`src/hw/breaker_ctrl_defs.svh`:
```
// Constants of the breaker control command handler: addresses, codes, field positions, timing.
// Assumes a 16-bit Modbus protocol data unit address space as seen after frame decoding.
`ifndef BREAKER_CTRL_DEFS_SVH
`define BREAKER_CTRL_DEFS_SVH

// Function codes
`define FC_READ_REGS 8'h03
`define FC_WRITE_COIL 8'h05
`define FC_WRITE_REG 8'h06
`define FC_WRITE_COILS 8'h0f
`define FC_WRITE_REGS 8'h10
`define FC_RW_REGS 8'h17

// Exception codes
`define EXC_NONE 8'h00
`define EXC_FUNC 8'h01
`define EXC_ADDR 8'h02
`define EXC_VALUE 8'h03

// Coil block, offsets relative to the coil base
`define COIL_BASE 16'h2000
`define COIL_COUNT 5'h10
`define COIL_WEAR_ACK 4'h1
`define COIL_TRIP_SEL 4'h2
`define COIL_CLOSE_SEL 4'h3
`define COIL_CANCEL 4'h4
`define COIL_EXECUTE 4'h5
`define COIL_OVERRIDE 4'h6
`define COIL_TIME_ACK 4'h7
`define COIL_SCHED_ACK 4'h8
`define COIL_LATCH_RST 4'h9
`define COIL_ON 16'hff00
`define COIL_OFF 16'h0000

// Register control group
`define REG_EXECUTE 16'h0fff
`define REG_PASS_HI 16'h1000
`define REG_PASS_LO 16'h1001
`define REG_RESERVED 16'h1002
`define REG_SELECT 16'h1003
`define REG_FORCE 16'h1004
`define REG_STATE 16'h1005
`define EXEC_VALUE 16'h0001

// Select word bits
`define SEL_INTERLOCK 0
`define SEL_TRIP 1
`define SEL_CLOSE 2
`define SEL_CANCEL 3
`define SEL_WEAR_ACK 4
`define SEL_TIME_ACK 5
`define SEL_SCHED_ACK 6
`define SEL_LATCH_RST 7

// Limits and timing
`define RW_MAX_WORDS 9'd125
`define SELECT_DELAY_MS 500
`define CLK_MHZ 200
`define SELECT_DELAY_CYCLES (`SELECT_DELAY_MS * `CLK_MHZ * 1000)

`endif

```
`src/hw/breaker_ctrl_pkg.sv`:
```
// Types shared by the breaker control handler and its select timer.
// Assumes nothing beyond the constants header.
package breaker_ctrl_pkg;
    typedef enum logic [1:0] {
        SEL_IDLE = 2'b00,
        SEL_ARMED_TRIP = 2'b01,
        SEL_ARMED_CLOSE = 2'b10
    } sel_state_t;
endpackage

```
`src/hw/select_link_if.sv`:
```
// Carrier between the command decoder and the select-before-operate timer.
// Both ends run on ref_clk; every signal is a level sampled on that clock.
`timescale 1ns/1ps
interface select_link_if;
    logic arm_trip;
    logic arm_close;
    logic cancel;
    logic execute;
    logic armed_trip;
    logic armed_close;
    logic elapsed;
    logic fire_trip;
    logic fire_close;
    modport decoder (output arm_trip, arm_close, cancel, execute,
                     input armed_trip, armed_close, elapsed, fire_trip, fire_close);
    modport timer (input arm_trip, arm_close, cancel, execute,
                   output armed_trip, armed_close, elapsed, fire_trip, fire_close);
endinterface

```
`src/hw/select_timer.sv`:
```
// Select-before-operate timer: holds the armed trip or close and times it.
// Assumes one-cycle command pulses from the decoder on the same clock.
`timescale 1ns/1ps
`include "breaker_ctrl_defs.svh"
module select_timer
    import breaker_ctrl_pkg::*;
#(
    parameter int DELAY_CYCLES = `SELECT_DELAY_CYCLES
)(
    input wire logic ref_clk,
    input wire logic srst,
    select_link_if.timer link
);
    localparam int CW = $clog2(DELAY_CYCLES + 1);
    localparam logic [CW-1:0] DELAY = CW'(DELAY_CYCLES);

    if (DELAY_CYCLES < 1)
    begin : g_check
        $error("select delay must be at least one cycle");
    end

    sel_state_t state;
    logic [CW-1:0] count;

    always_ff @(posedge ref_clk)
    begin
        if (srst)
            state <= SEL_IDLE;
        else
            case (state)
                SEL_IDLE:
                begin
                    if (link.cancel)
                        state <= SEL_IDLE;
                    else if (link.arm_trip)
                        state <= SEL_ARMED_TRIP;
                    else if (link.arm_close)
                        state <= SEL_ARMED_CLOSE;
                end
                SEL_ARMED_TRIP, SEL_ARMED_CLOSE:
                begin
                    if (link.cancel)
                        state <= SEL_IDLE;
                    else if (link.execute && link.elapsed)
                        state <= SEL_IDLE;
                    else if (link.arm_trip)
                        state <= SEL_ARMED_TRIP;
                    else if (link.arm_close)
                        state <= SEL_ARMED_CLOSE;
                end
                default:
                    state <= SEL_IDLE;
            endcase
    end

    // A fresh select restarts the wait
    always_ff @(posedge ref_clk)
    begin
        if (srst || link.arm_trip || link.arm_close)
            count <= '0;
        else if (count < DELAY)
            count <= count + 1'b1;
    end

    // Early execute is answered normally but does nothing
    always_ff @(posedge ref_clk)
    begin
        if (srst)
        begin
            link.fire_trip <= 1'b0;
            link.fire_close <= 1'b0;
        end
        else
        begin
            link.fire_trip <= (state == SEL_ARMED_TRIP) && link.execute && link.elapsed
                && !link.cancel;
            link.fire_close <= (state == SEL_ARMED_CLOSE) && link.execute && link.elapsed
                && !link.cancel;
        end
    end

    assign link.elapsed = (count >= DELAY);
    assign link.armed_trip = (state == SEL_ARMED_TRIP);
    assign link.armed_close = (state == SEL_ARMED_CLOSE);

    a_cancel_disarms: assert property (@(posedge ref_clk) disable iff (srst)
        link.cancel |=> state == SEL_IDLE)
        else $error("cancel left a selection armed");
    a_early_exec_noop: assert property (@(posedge ref_clk) disable iff (srst)
        link.execute && !link.elapsed |=> !link.fire_trip && !link.fire_close)
        else $error("execute acted before the select delay");
    a_unarmed_exec: assert property (@(posedge ref_clk) disable iff (srst)
        link.execute && state == SEL_IDLE |=> !link.fire_trip && !link.fire_close)
        else $error("execute acted with nothing armed");
    a_fire_disarms: assert property (@(posedge ref_clk) disable iff (srst)
        link.fire_trip || link.fire_close |-> state == SEL_IDLE && $past(link.elapsed))
        else $error("operation fired without clearing or before delay");
endmodule

```
`src/hw/breaker_control_command_handler.sv`:
```
// Breaker and interlock command handler behind a Modbus slave frame decoder.
// Assumes the decoder hands over one checked request item per req_valid cycle on ref_clk.
//
// Overview of operation
// - Execute earlier than 500 ms after select is answered but does not trip or close.
// - A one on the cancel coil disarms any pending trip or close selection.
// - Every control write gets a normal reply or an exception reply.
// - Zero written to the override coil turns interlock override off.
// - A one on the reset-latched coil clears latched outputs, single or multiple.
// - Register writes by functions 16, 23 and 06 carry password control.
// - Every coil control action is also reachable by register control.
// - Combined read/write is valid only for at most 125 words together.
// - Combined read/write does its writes and returns reads in one reply.
// - Register control checks the password and select-before-operate order.
// - Control block reads return present state of the protective functions.
// - Command coils return to zero by themselves after acting.
// - Execute register acts only when written with the value one.
// - A coil write setting more than one control bit is rejected.
`timescale 1ns/1ps
`include "breaker_ctrl_defs.svh"
module breaker_control_command_handler
    import breaker_ctrl_pkg::*;
#(
    parameter int SELECT_DELAY_CYCLES = `SELECT_DELAY_CYCLES,
    parameter logic [31:0] PASSWORD = 32'h0000_1234 // Arbitrary value
)(
    input wire logic ref_clk,
    input wire logic srst,
    input wire logic req_valid,
    input wire logic [7:0] req_func,
    input wire logic [15:0] req_addr,
    input wire logic [15:0] req_data,
    input wire logic [4:0] req_qty,
    input wire logic [15:0] req_rd_addr,
    input wire logic [7:0] req_rd_qty,
    input wire logic [7:0] req_wr_qty,
    output logic resp_valid,
    output logic resp_exception,
    output logic [7:0] resp_exc_code,
    output logic [15:0] resp_data,
    output logic trip_cmd,
    output logic close_cmd,
    output logic override_on,
    output logic latched_reset,
    output logic wear_ack,
    output logic time_ack,
    output logic sched_ack,
    output logic [15:0] coil_image,
    output logic [7:0] function_state
);
    select_link_if link();

    select_timer #(.DELAY_CYCLES(SELECT_DELAY_CYCLES)) u_timer (
        .ref_clk(ref_clk),
        .srst(srst),
        .link(link)
    );

    logic [15:0] acts;
    logic [15:0] pass_hi;
    logic [15:0] pass_lo;
    logic [15:0] select_word;
    logic [15:0] force_word;
    logic next_exc;
    logic [7:0] next_code;
    logic [15:0] next_acts;
    logic [15:0] next_rdata;
    logic ovr_wr;
    logic ovr_val;
    logic pass_hi_wr;
    logic pass_lo_wr;
    logic sel_wr;
    logic frc_wr;
    logic pass_ok;
    logic [15:0] coil_off;
    logic [15:0] mask;
    logic [15:0] bits;
    logic [16:0] read_res;

    function automatic logic [4:0] ones(input logic [15:0] v);
        logic [4:0] n;
        n = 5'h00;
        for (int i = 0; i < 16; i++)
            n = n + {4'h0, v[i]};
        return n;
    endfunction

    // Control block reads, used by plain and combined reads
    function automatic logic [16:0] reg_read(input logic [15:0] a, input logic [15:0] sel,
                                             input logic [15:0] frc, input logic [7:0] st);
        case (a)
            `REG_EXECUTE, `REG_PASS_HI, `REG_PASS_LO, `REG_RESERVED:
                return {1'b1, 16'h0000};
            `REG_SELECT:
                return {1'b1, sel};
            `REG_FORCE:
                return {1'b1, frc};
            `REG_STATE:
                return {1'b1, 8'h00, st};
            default:
                return {1'b0, 16'h0000};
        endcase
    endfunction

    assign pass_ok = ({pass_hi, pass_lo} == PASSWORD);
    assign coil_off = req_addr - `COIL_BASE;
    assign mask = (req_qty >= `COIL_COUNT) ? 16'hffff : 16'((17'h1 << req_qty) - 17'h1);
    assign bits = req_data & mask;
    assign read_res = reg_read(req_rd_addr, select_word, force_word, function_state);

    always_comb
    begin
        next_exc = 1'b0;
        next_code = `EXC_NONE;
        next_acts = 16'h0000;
        next_rdata = 16'h0000;
        ovr_wr = 1'b0;
        ovr_val = 1'b0;
        pass_hi_wr = 1'b0;
        pass_lo_wr = 1'b0;
        sel_wr = 1'b0;
        frc_wr = 1'b0;
        case (req_func)
            `FC_WRITE_COIL:
            begin
                if (req_addr < `COIL_BASE || coil_off >= 16'(`COIL_COUNT))
                begin
                    next_exc = 1'b1;
                    next_code = `EXC_ADDR;
                end
                else if (req_data != `COIL_ON && req_data != `COIL_OFF)
                begin
                    next_exc = 1'b1;
                    next_code = `EXC_VALUE;
                end
                else if (coil_off[3:0] == `COIL_OVERRIDE)
                begin
                    ovr_wr = 1'b1;
                    ovr_val = (req_data == `COIL_ON);
                end
                else
                    next_acts[coil_off[3:0]] = (req_data == `COIL_ON);
            end
            `FC_WRITE_COILS:
            begin
                if (req_qty == 5'h00 || req_qty > `COIL_COUNT)
                begin
                    next_exc = 1'b1;
                    next_code = `EXC_VALUE;
                end
                else if (req_addr < `COIL_BASE || coil_off + 16'(req_qty) > 16'(`COIL_COUNT))
                begin
                    next_exc = 1'b1;
                    next_code = `EXC_ADDR;
                end
                else if (ones(bits) > 5'h01)
                begin
                    next_exc = 1'b1;
                    next_code = `EXC_VALUE;
                end
                else
                begin
                    next_acts = bits << coil_off[3:0];
                    if (coil_off[3:0] <= `COIL_OVERRIDE
                        && 16'(`COIL_OVERRIDE) < coil_off + 16'(req_qty))
                    begin
                        ovr_wr = 1'b1;
                        ovr_val = next_acts[`COIL_OVERRIDE];
                    end
                    next_acts[`COIL_OVERRIDE] = 1'b0;
                end
            end
            `FC_WRITE_REG, `FC_WRITE_REGS, `FC_RW_REGS:
            begin
                if (req_func == `FC_RW_REGS
                    && {1'b0, req_rd_qty} + {1'b0, req_wr_qty} > `RW_MAX_WORDS)
                begin
                    next_exc = 1'b1;
                    next_code = `EXC_VALUE;
                end
                else if (req_func == `FC_RW_REGS && !read_res[16])
                begin
                    next_exc = 1'b1;
                    next_code = `EXC_ADDR;
                end
                else
                begin
                    if (req_func == `FC_RW_REGS)
                        next_rdata = read_res[15:0];
                    case (req_addr)
                        `REG_EXECUTE:
                        begin
                            if (req_data == `EXEC_VALUE && !pass_ok)
                            begin
                                next_exc = 1'b1;
                                next_code = `EXC_VALUE;
                            end
                            else if (req_data == `EXEC_VALUE)
                            begin
                                next_acts[`COIL_EXECUTE] = 1'b1;
                                next_acts[`COIL_WEAR_ACK] = select_word[`SEL_WEAR_ACK];
                                next_acts[`COIL_TIME_ACK] = select_word[`SEL_TIME_ACK];
                                next_acts[`COIL_SCHED_ACK] = select_word[`SEL_SCHED_ACK];
                                next_acts[`COIL_LATCH_RST] = select_word[`SEL_LATCH_RST];
                                ovr_wr = select_word[`SEL_INTERLOCK];
                                ovr_val = force_word[`SEL_INTERLOCK];
                            end
                        end
                        `REG_PASS_HI:
                            pass_hi_wr = 1'b1;
                        `REG_PASS_LO:
                            pass_lo_wr = 1'b1;
                        `REG_RESERVED:
                            ;
                        `REG_SELECT:
                        begin
                            if (!pass_ok || (req_data[`SEL_TRIP] && req_data[`SEL_CLOSE]))
                            begin
                                next_exc = 1'b1;
                                next_code = `EXC_VALUE;
                            end
                            else
                            begin
                                sel_wr = 1'b1;
                                next_acts[`COIL_TRIP_SEL] = req_data[`SEL_TRIP];
                                next_acts[`COIL_CLOSE_SEL] = req_data[`SEL_CLOSE];
                                next_acts[`COIL_CANCEL] = req_data[`SEL_CANCEL];
                            end
                        end
                        `REG_FORCE:
                            frc_wr = 1'b1;
                        default:
                        begin
                            next_exc = 1'b1;
                            next_code = `EXC_ADDR;
                            next_rdata = 16'h0000;
                        end
                    endcase
                end
            end
            `FC_READ_REGS:
            begin
                if (read_res[16])
                    next_rdata = read_res[15:0];
                else
                begin
                    next_exc = 1'b1;
                    next_code = `EXC_ADDR;
                end
            end
            default:
            begin
                next_exc = 1'b1;
                next_code = `EXC_FUNC;
            end
        endcase
    end

    // Reply one cycle after the request
    always_ff @(posedge ref_clk)
    begin
        if (srst)
        begin
            resp_valid <= 1'b0;
            resp_exception <= 1'b0;
            resp_exc_code <= `EXC_NONE;
            resp_data <= 16'h0000;
        end
        else
        begin
            resp_valid <= req_valid;
            resp_exception <= req_valid && next_exc;
            resp_exc_code <= req_valid ? next_code : `EXC_NONE;
            resp_data <= req_valid ? next_rdata : 16'h0000;
        end
    end

    // Actions last one cycle: command coils clear themselves
    always_ff @(posedge ref_clk)
    begin
        if (srst)
            acts <= 16'h0000;
        else
            acts <= (req_valid && !next_exc) ? next_acts : 16'h0000;
    end

    always_ff @(posedge ref_clk)
    begin
        if (srst)
            override_on <= 1'b0;
        else if (req_valid && !next_exc && ovr_wr)
            override_on <= ovr_val;
    end

    always_ff @(posedge ref_clk)
    begin
        if (srst)
        begin
            pass_hi <= 16'h0000;
            pass_lo <= 16'h0000;
            select_word <= 16'h0000;
            force_word <= 16'h0000;
        end
        else if (req_valid && !next_exc)
        begin
            if (pass_hi_wr)
                pass_hi <= req_data;
            if (pass_lo_wr)
                pass_lo <= req_data;
            if (sel_wr)
                select_word <= req_data;
            if (frc_wr)
                force_word <= req_data;
        end
    end

    assign link.arm_trip = acts[`COIL_TRIP_SEL];
    assign link.arm_close = acts[`COIL_CLOSE_SEL];
    assign link.cancel = acts[`COIL_CANCEL];
    assign link.execute = acts[`COIL_EXECUTE];

    always_ff @(posedge ref_clk)
    begin
        if (srst)
        begin
            trip_cmd <= 1'b0;
            close_cmd <= 1'b0;
            latched_reset <= 1'b0;
            wear_ack <= 1'b0;
            time_ack <= 1'b0;
            sched_ack <= 1'b0;
            coil_image <= 16'h0000;
            function_state <= 8'h00;
        end
        else
        begin
            trip_cmd <= link.fire_trip;
            close_cmd <= link.fire_close;
            latched_reset <= acts[`COIL_LATCH_RST];
            wear_ack <= acts[`COIL_WEAR_ACK];
            time_ack <= acts[`COIL_TIME_ACK];
            sched_ack <= acts[`COIL_SCHED_ACK];
            coil_image <= acts | (16'(override_on) << `COIL_OVERRIDE);
            function_state <= {3'h0, pass_ok, link.elapsed, link.armed_close,
                               link.armed_trip, override_on};
        end
    end

    a_reply_follows: assert property (@(posedge ref_clk) disable iff (srst)
        req_valid |=> resp_valid ##1 !resp_valid || $past(req_valid))
        else $error("request not answered in one cycle");
    a_rw_limit: assert property (@(posedge ref_clk) disable iff (srst)
        req_valid && req_func == `FC_RW_REGS
        && {1'b0, req_rd_qty} + {1'b0, req_wr_qty} > `RW_MAX_WORDS
        |=> resp_exception && resp_exc_code == `EXC_VALUE)
        else $error("oversized read/write accepted");
    a_multi_reject: assert property (@(posedge ref_clk) disable iff (srst)
        req_valid && req_func == `FC_WRITE_COILS && ones(bits) > 5'h01
        |=> resp_exception ##1 coil_image == 16'($past(override_on)) << `COIL_OVERRIDE)
        else $error("multi-bit coil write was not rejected");
    a_coil_autoclear: assert property (@(posedge ref_clk) disable iff (srst)
        coil_image[`COIL_TRIP_SEL] && !acts[`COIL_TRIP_SEL] |=> !coil_image[`COIL_TRIP_SEL])
        else $error("command coil did not return to zero");
    a_exec_only_one: assert property (@(posedge ref_clk) disable iff (srst)
        req_valid && req_addr == `REG_EXECUTE && req_func == `FC_WRITE_REG
        && req_data != `EXEC_VALUE |=> !link.execute)
        else $error("execute register acted on a value other than one");
    a_override_off: assert property (@(posedge ref_clk) disable iff (srst)
        req_valid && req_func == `FC_WRITE_COIL && req_addr == `COIL_BASE + 16'h0006
        && req_data == `COIL_OFF |=> !override_on)
        else $error("override stayed on after zero write");
    a_latch_reset: assert property (@(posedge ref_clk) disable iff (srst)
        req_valid && req_func == `FC_WRITE_COIL && req_addr == `COIL_BASE + 16'h0009
        && req_data == `COIL_ON |=> ##1 latched_reset ##1 !latched_reset)
        else $error("latched reset pulse missing");
    a_password_gate: assert property (@(posedge ref_clk) disable iff (srst)
        req_valid && req_addr == `REG_SELECT && req_func == `FC_WRITE_REG && !pass_ok
        |=> resp_exception && !link.arm_trip && !link.arm_close)
        else $error("selection accepted without password");
endmodule

```
`config.mk`:
```
export PLATFORM = sky130hd
export DESIGN_NAME = breaker_control_command_handler
export DESIGN_NICKNAME = d
export VERILOG_FILES = /design/src/hw/breaker_ctrl_pkg.sv /design/src/hw/select_link_if.sv /design/src/hw/select_timer.sv /design/src/hw/breaker_control_command_handler.sv
export VERILOG_INCLUDE_DIRS = /design/src /design/src/hw
export SDC_FILE = /design/constraint.sdc
export NUM_CORES = 1
export LEC_CHECK = 0
export BUFFER_PORTS_ARGS = -buffer_cell sky130_fd_sc_hd__buf_2
export CAP_MARGIN = 5
export CORE_AREA = 2 2 175 177
export DETAILED_ROUTE_END_ITERATION = 10
export DIE_AREA = 0 0 177 179
export PLACE_DENSITY = 0.52
export SYNTH_ARGS = -nofsm -noshare
export SYNTH_HDL_FRONTEND = slang
export SYNTH_SLANG_ARGS = --single-unit
export TNS_END_PERCENT = 1
```
`constraint.sdc`:
```
create_clock -name ref_clk -period 11.42 [get_ports ref_clk]
set_clock_uncertainty 0.15 [all_clocks]
set_input_delay 0.571 -clock ref_clk [delete_from_list [all_inputs] [get_ports ref_clk]]
set_output_delay 0.571 -clock ref_clk [all_outputs]
set_load 0.03 [all_outputs]
```
* Yosys cells after proc, flatten, opt, wreduce, memory -nomap -nowiden *
Cells that the tools add are included.

storage, ports and cells
  register bits after elaboration = 168
  input port bits = 80
  output and inout bits = 57
  logic and storage cells = 239

operators by class
  add/subtract/negate cells = 20
  $lt $le $gt $ge = 13
  equal/unequal tests = 26
  shift operators = 2
  multiplexer cells = 109
  bitwise logic cells = 5
  reductions and logical operators = 41

operator list
  operator                                                                           count
  16-bit two-way mux                                                                 12
  16-bit by 13-bit == test with 1-bit output (second input constant)                 11
  17-bit case mux with 4 select lines                                                1
  1-bit two-way mux                                                                  58
  5-bit by 1-bit adder with 5-bit output                                             11
  16-bit bitwise AND                                                                 2
  16-bit by 12-bit == test with 1-bit output (second input constant)                 2
  32-bit by 13-bit == test with 1-bit output (second input constant)                 1
  16-bit case mux with 2 select lines                                                1
  8-bit case mux with 4 select lines                                                 1
  2-bit two-way mux                                                                  15
  27-bit by 1-bit adder with 27-bit output (second input constant)                   1
  27-bit >= comparator (second input constant)                                       1
  27-bit less-than comparator (second input constant)                                1
  3-bit two-way mux                                                                  7
  1-bit logical AND                                                                  17
  16-bit by 5-bit adder with 16-bit output                                           1
  16-bit by 1-bit == test with 1-bit output (second input constant)                  1
  16-bit == test (second input constant)                                             1
  8-bit by 3-bit == test with 1-bit output (second input constant)                   2
  8-bit by 5-bit == test with 1-bit output (second input constant)                   2
  16-bit by 5-bit >= comparator with 1-bit output (second input constant)            1
  16-bit by 5-bit greater-than comparator with 1-bit output (second input constant)  1
  16-bit by 14-bit less-than comparator with 1-bit output (second input constant)    1
  other kinds (45)                                                                   64

* Depth between registers and ports, before layout *
  depth after elaboration = 28
  mapped depth = 25
  depth with buffers taken out = 22

* Modules after synthesis *
From an unflattened synthesis, not the netlist that was laid out.

unflattened totals
  cells, all modules = 1101
  area, all modules = 9437.8 sq um

by module, submodules not included
  module                           instances  cells an instance  area each (sq um)
  breaker_control_command_handler  1          901                7781.2
  select_timer                     1          200                1656.6

* Least setup slack after synthesis *
No wires, ideal clock.

  path kind = in2reg
  start point = input req_qty[2]
  end point = register acts[4]
  setup time = 0.074 ns
  arrival time = 6.176 ns
  setup slack = 5.020 ns
  cell stages on the path = 22
  path through = buf_2 nor4_1 ha_1 nor2_1 clkbuf_1 a21boi_0 fa_1 fa_1 inv_1 fa_1 fa_1 inv_1 ha_1 inv_1 fa_1 nor4b_1 o21ai_0 or2_1 o21ba_2 or4b_1 buf_4 a31oi_2

between the ends
  cells in the longest elaborated chain, start to end = 28
  elaborated cells between the ends (all ways) = 40
  classes of those cells = 17 x add/sub; 4 x order compare; 2 x shift; 9 x mux; 2 x bitwise; 6 x reduce/logical

RTL lines
  element                                        RTL line                                RTL
  start: declaration                             breaker_control_command_handler.sv:33   input wire logic [4:0] req_qty,
  1-bit by 5-bit << shifter with 16-bit output   breaker_control_command_handler.sv:107  assign mask = (req_qty >= `COIL_COUNT) ? 16'hffff : 16'((17'h1 << req_qty) - 17'h1);
  16-bit by 1-bit subtractor with 16-bit output  breaker_control_command_handler.sv:107
  16-bit two-way mux                             breaker_control_command_handler.sv:107
  16-bit bitwise AND                             breaker_control_command_handler.sv:108  assign bits = req_data & mask;
  1-bit by 1-bit adder with 2-bit output         breaker_control_command_handler.sv:84   n = n + {4'h0, v[i]};
  2-bit by 1-bit adder with 3-bit output         breaker_control_command_handler.sv:84
  3-bit by 1-bit adder with 4-bit output         breaker_control_command_handler.sv:84
  4-bit by 1-bit adder with 5-bit output         breaker_control_command_handler.sv:84
  (+12 left out)                                 -
  1-bit two-way mux                              breaker_control_command_handler.sv:156  else if (ones(bits) > 5'h01)
  1-bit two-way mux                              breaker_control_command_handler.sv:151  else if (req_addr < `COIL_BASE || coil_off + 16'(req_qty) > 16'(`COIL_COUNT))
  1-bit two-way mux                              breaker_control_command_handler.sv:146  if (req_qty == 5'h00 || req_qty > `COIL_COUNT)
  1-bit case mux with 4 select lines             breaker_control_command_handler.sv:123  case (req_func)
  1-bit logical NOT                              breaker_control_command_handler.sv:284  acts <= (req_valid && !next_exc) ? next_acts : 16'h0000;
  1-bit logical AND                              breaker_control_command_handler.sv:284
  1-bit inverter (no line)                       -
  2-bit OR reduction (no line)                   -
  end signal: assignment                         breaker_control_command_handler.sv:284
  end: declaration                               breaker_control_command_handler.sv:59   logic [15:0] acts;

Several ways; a longest one is shown, not always the timed one.
A chain may end at the register's enable or synchronous reset.

* Worst setup path in the final report *
  start point = input req_qty[1]
  end point = register acts[8]

Same word-level chain as after synthesis.

==> impl_summary.md <==
Timing
Setup violations remaining at the end of the flow were counted as 0. Setup repair after global routing left no endpoint under its margin. The worst pin sits at a relative slew slack of about a fifth. Static timing analysis puts the maximum clock frequency at ~140 MHz. At the pin with the least slew margin, the transition time is about 1200 ps. The worst-case hold slack is between 200 and 300 ps. In the finished design, the share of the clock period the worst path needs comes to 61.6%. The final-report max-slew violation count is 0. The total count of hold-check failures in the final report is 0. For the finished layout, the period the worst path requires is just over 7000 ps. The setup TNS is 0 ps.

Clock tree
Counting along the longest clock path gives a buffer depth of 2. The TritonCTS clock tree is built. The H-tree was split into 4 levels. The tree is rooted in a clkbuf_16. Counting every sink on the clock net gives around 160.

The clock slew seen by the registers of the worst setup and hold paths is 60 ps. The number of buffers inserted for hold repair after clock tree synthesis is 0. The post-cts resize count is 0. The total clock buffers created by CTS is 17. The latest clock arrival within the worst-skew pair is 420 ps.

The post-CTS setup buffer count is 0.

Synth
The number of warnings issued by yosys is 0. The post-synthesis cell type with the largest combined area is dfxtp_1. In the post-synthesis netlist, the biggest area contributors are dfxtp_1 (34%), mux2i_1 (8.6%), nor2_1 (6.6%), ha_1 (3.9%), fa_1 (2.6%). The distinct cell type count after synthesis is 85. The area fraction of the dominant cell type after synthesis is around 34%.

The synthesized design contains 155 register bits. The synthesized area is 9090 sq um. The number of enable-type register cells in the synthesized netlist is 0.

The flip-flop cell with the highest count after synthesis is dfxtp_1. The cell count after synthesis is around 1.1k. After synthesis, flip-flops and latches occupy around 34% of the total area. After synthesis, the mean cell area works out to between 8 and 9 sq um. Counting flops with an async set or reset pin after synthesis yields a share of 0%.

Floorplanning
The vertical extent of the die is ~180 um. The standard cell core area is between 30,000 and 40,000 sq um. The die area is 31,700 sq um. The initial core utilization is a little under a third. The floorplan has 64 rows. The number of top-level pins is around 140.

The horizontal extent of the die is 177 um.

Global routing
The initial antenna violation count came to 0. The via count of the first global-routing pass is ~7.6k. After global routing the overflow that remains totals 0. Entering global routing, the biggest net connects 83 pins. The global routing usage summed across all routing layers is 17.1%.

The wire length of the first global-routing pass is ~42 mm.

Route
The pre-antenna-repair detailed-routing pass consisted of 6 iterations. The routed via count is around 8k. The number of remaining DRC errors is 0. The count of nets left with antenna violations once routing finished came out at 0. The wire length reported by the detailed router is about 27 mm.

After detailed routing, the number of vias per cell comes to 5.18. The first routing iteration left approximately 580 violations. The average wire length per cell after detail routing is approximately 17 um.

Worst setup path
The arrival time at the worst endpoint is 7230 ps. The category of the most critical setup path is input port to register. The element type at the critical path start is an input port. STA puts the critical path data required time at roughly 12,000 ps. The maximum fanout count along the critical path is 17. STA classifies the critical path endpoint as a register.

Final layout
The final layout contains around 1.3k nets. The combined flip-flop and latch cell area is 3100 sq um. The library cell used most frequently in the layout, excluding fill and tap cells, is nor2_1.

In the layout the commonest cells are nor2_1 (160), dfxtp_1 (155), buf_2 (127), mux2i_1 (78), nand2_1 (63). The filler cell count is roughly 3.2k. The number of antenna diodes in the final layout is 0.

Compared with the post-synthesis result, the final layout area differs by 16.3%. The multi-input combinational cells in the finished layout cover a total of 5560 sq um. The ratio of cells with drive above 1 in the final layout is 18.0%.

Job
The number of max-capacitance violations reported is 0.

Pwr
The switching power total is ~380 uW. The switching share of power is 29.2%. The internal power of the cells totals between 900 and 1000 uW. The combinational share of power is roughly 17%. The part of the total power dissipated in sequential elements is between 40% and 50%. The worst-case IR drop observed on VDD is 106 uV.

The analysis attributes to cell leakage a power of approximately 0.004 uW. For this design the ratio of total power to cell area is around 120 nW/um^2. The proportion of power drawn by the clock network is a little over two fifths.

Min path
The tightest min-delay check is of the register to register type.

Outcome
The flow ran to the end, and the final reports show no timing, DRC or antenna violations.

Placed design
Port buffering added 127 buffers. The routability congestion estimate from global placement is roughly 0.94. Once detailed placement completed, the half-perimeter wirelength came to between 20 and 25 mm.
[stage by stage]
| step | area [sq um] | setup WS, ps | cells | total power, uW | util, % |
|---|---|---|---|---|---|
| after global routing | 10600 | 3910 | 1575 | 1370 | 35.2 |
| after detailed placement | 10000 | 4120 | 1543 | 770 | 33.3 |
| after global placement | 10000 | 4250 | 1543 | 764 | 33.3 |
| final | 10600 | 4380 | 1575 | 1310 | 35.2 |
| after CTS | 10600 | 4530 | 1575 | 1320 | 35.2 |
| after floorplan | 9120 | 5020 | 1083 | 705 | - |
[worst max-delay path, cell delays in order]
cell and delay (ps):
buf_2 190, nor4_1 560, ha_1 380, nor2_1 210, a21oi_1 550, inv_1 120
fa_1 530, fa_1 450, fa_1 540, fa_1 410, inv_1 60, ha_1 160
inv_1 60, fa_1 480, nor4b_1 250, o21ai_0 200, or2_1 310, o21ba_2 250
or4b_1 710, a31oi_2 220
[power by group through the flow]
| stage | Combinational [uW] | Sequential (uW) | Clock, uW |
|---|---|---|---|
| final | 215 | 544 | 548 |
| after global routing | 244 | 544 | 585 |
| after CTS | 215 | 544 | 561 |
| after detailed placement | 214 | 556 | 0 |
| after global placement | 208 | 556 | 0 |
| after floorplan | 148 | 557 | 0 |
[layer usage]
layer / vias up / part of all wire [%] / wire, um / track usage [%]
met5: - / 0 / 0 / 0
met4: 0 / 2.1 / 568 / 4.48
met3: 35 / 4.0 / 1080 / 2.80
met2: 213 / 46 / 12600 / 28.4
met1: 3879 / 48 / 13100 / 23.0
li1: 4034 / - / - / -
[cell usage after synthesis (4+ instances only)]
master,n
nor2_1,160
dfxtp_1,155
mux2i_1,78
nand2_1,63
clkbuf_1,46
o21ai_0,41
inv_1,38
a21oi_1,33
nand4_1,32
ha_1,28
nand3_1,27
nor2b_1,27
nor4_1,19
xor2_1,19
and3_1,18
nor3_1,17
buf_4,16
a22oi_1,14
or4_1,14
and2_1,12
fa_1,12
nand2b_1,12
a211oi_1,11
or2_2,11
nor4b_1,8
o211ai_1,8
o21a_1,8
or3_1,8
a21o_1,6
a222oi_1,6
a31oi_1,6
xnor2_1,6
a21boi_0,5
and4_1,5
nor3b_1,5
buf_1,4
buf_2,4
mux2_2,4
nand3b_1,4
nor3_2,4
o31ai_1,4
o41ai_1,4
[cell type report]
type	count	area share, %
clock buffers	20	4.42
repair buffers	134	6.51
multi-input cells	818	52.6
well taps	396	4.69
flip-flops and latches	155	29.4
inverters	40	1.42
clock inverters	12	0.983
[sequential cells by signal, indices dropped and copies added, names as in the netlist]
register / count
acts: 16
close_cmd: 1
coil_image: 16
force_word: 16
function_state: 5
override_on: 1
pass_hi: 16
pass_lo: 16
resp_data: 16
resp_exc_code: 2
resp_exception: 1
resp_valid: 1
select_word: 16
trip_cmd: 1
u_timer.count: 27
u_timer.link.fire_close: 1
u_timer.link.fire_trip: 1
u_timer.state: 2
[cells by family after synthesis]
kind of cell	count (synthesis)	synth area share, %
compound gates	190	14.5
mux	86	9.86
buf+inv	110	5.26
flops	155	34.2
other cells	1	0.0413
fa+ha+maj	40	6.50
xor+xnor	25	2.41
simple gates	467	27.2
[worst paths after layout]
path | startpoint | endpoint | slack (ps) | cells after the start
hold / removal | u_timer.link.fire_close | close_cmd | 280 | 1
setup reg to reg | pass_hi[0] | select_word[11] | 7330 | 8
hold reg to reg | u_timer.link.fire_close | close_cmd | 280 | 1
setup / recovery | req_qty[1] | acts[8] | 4380 | 20
No activity file was read; power rests on OpenSTA's default activity.
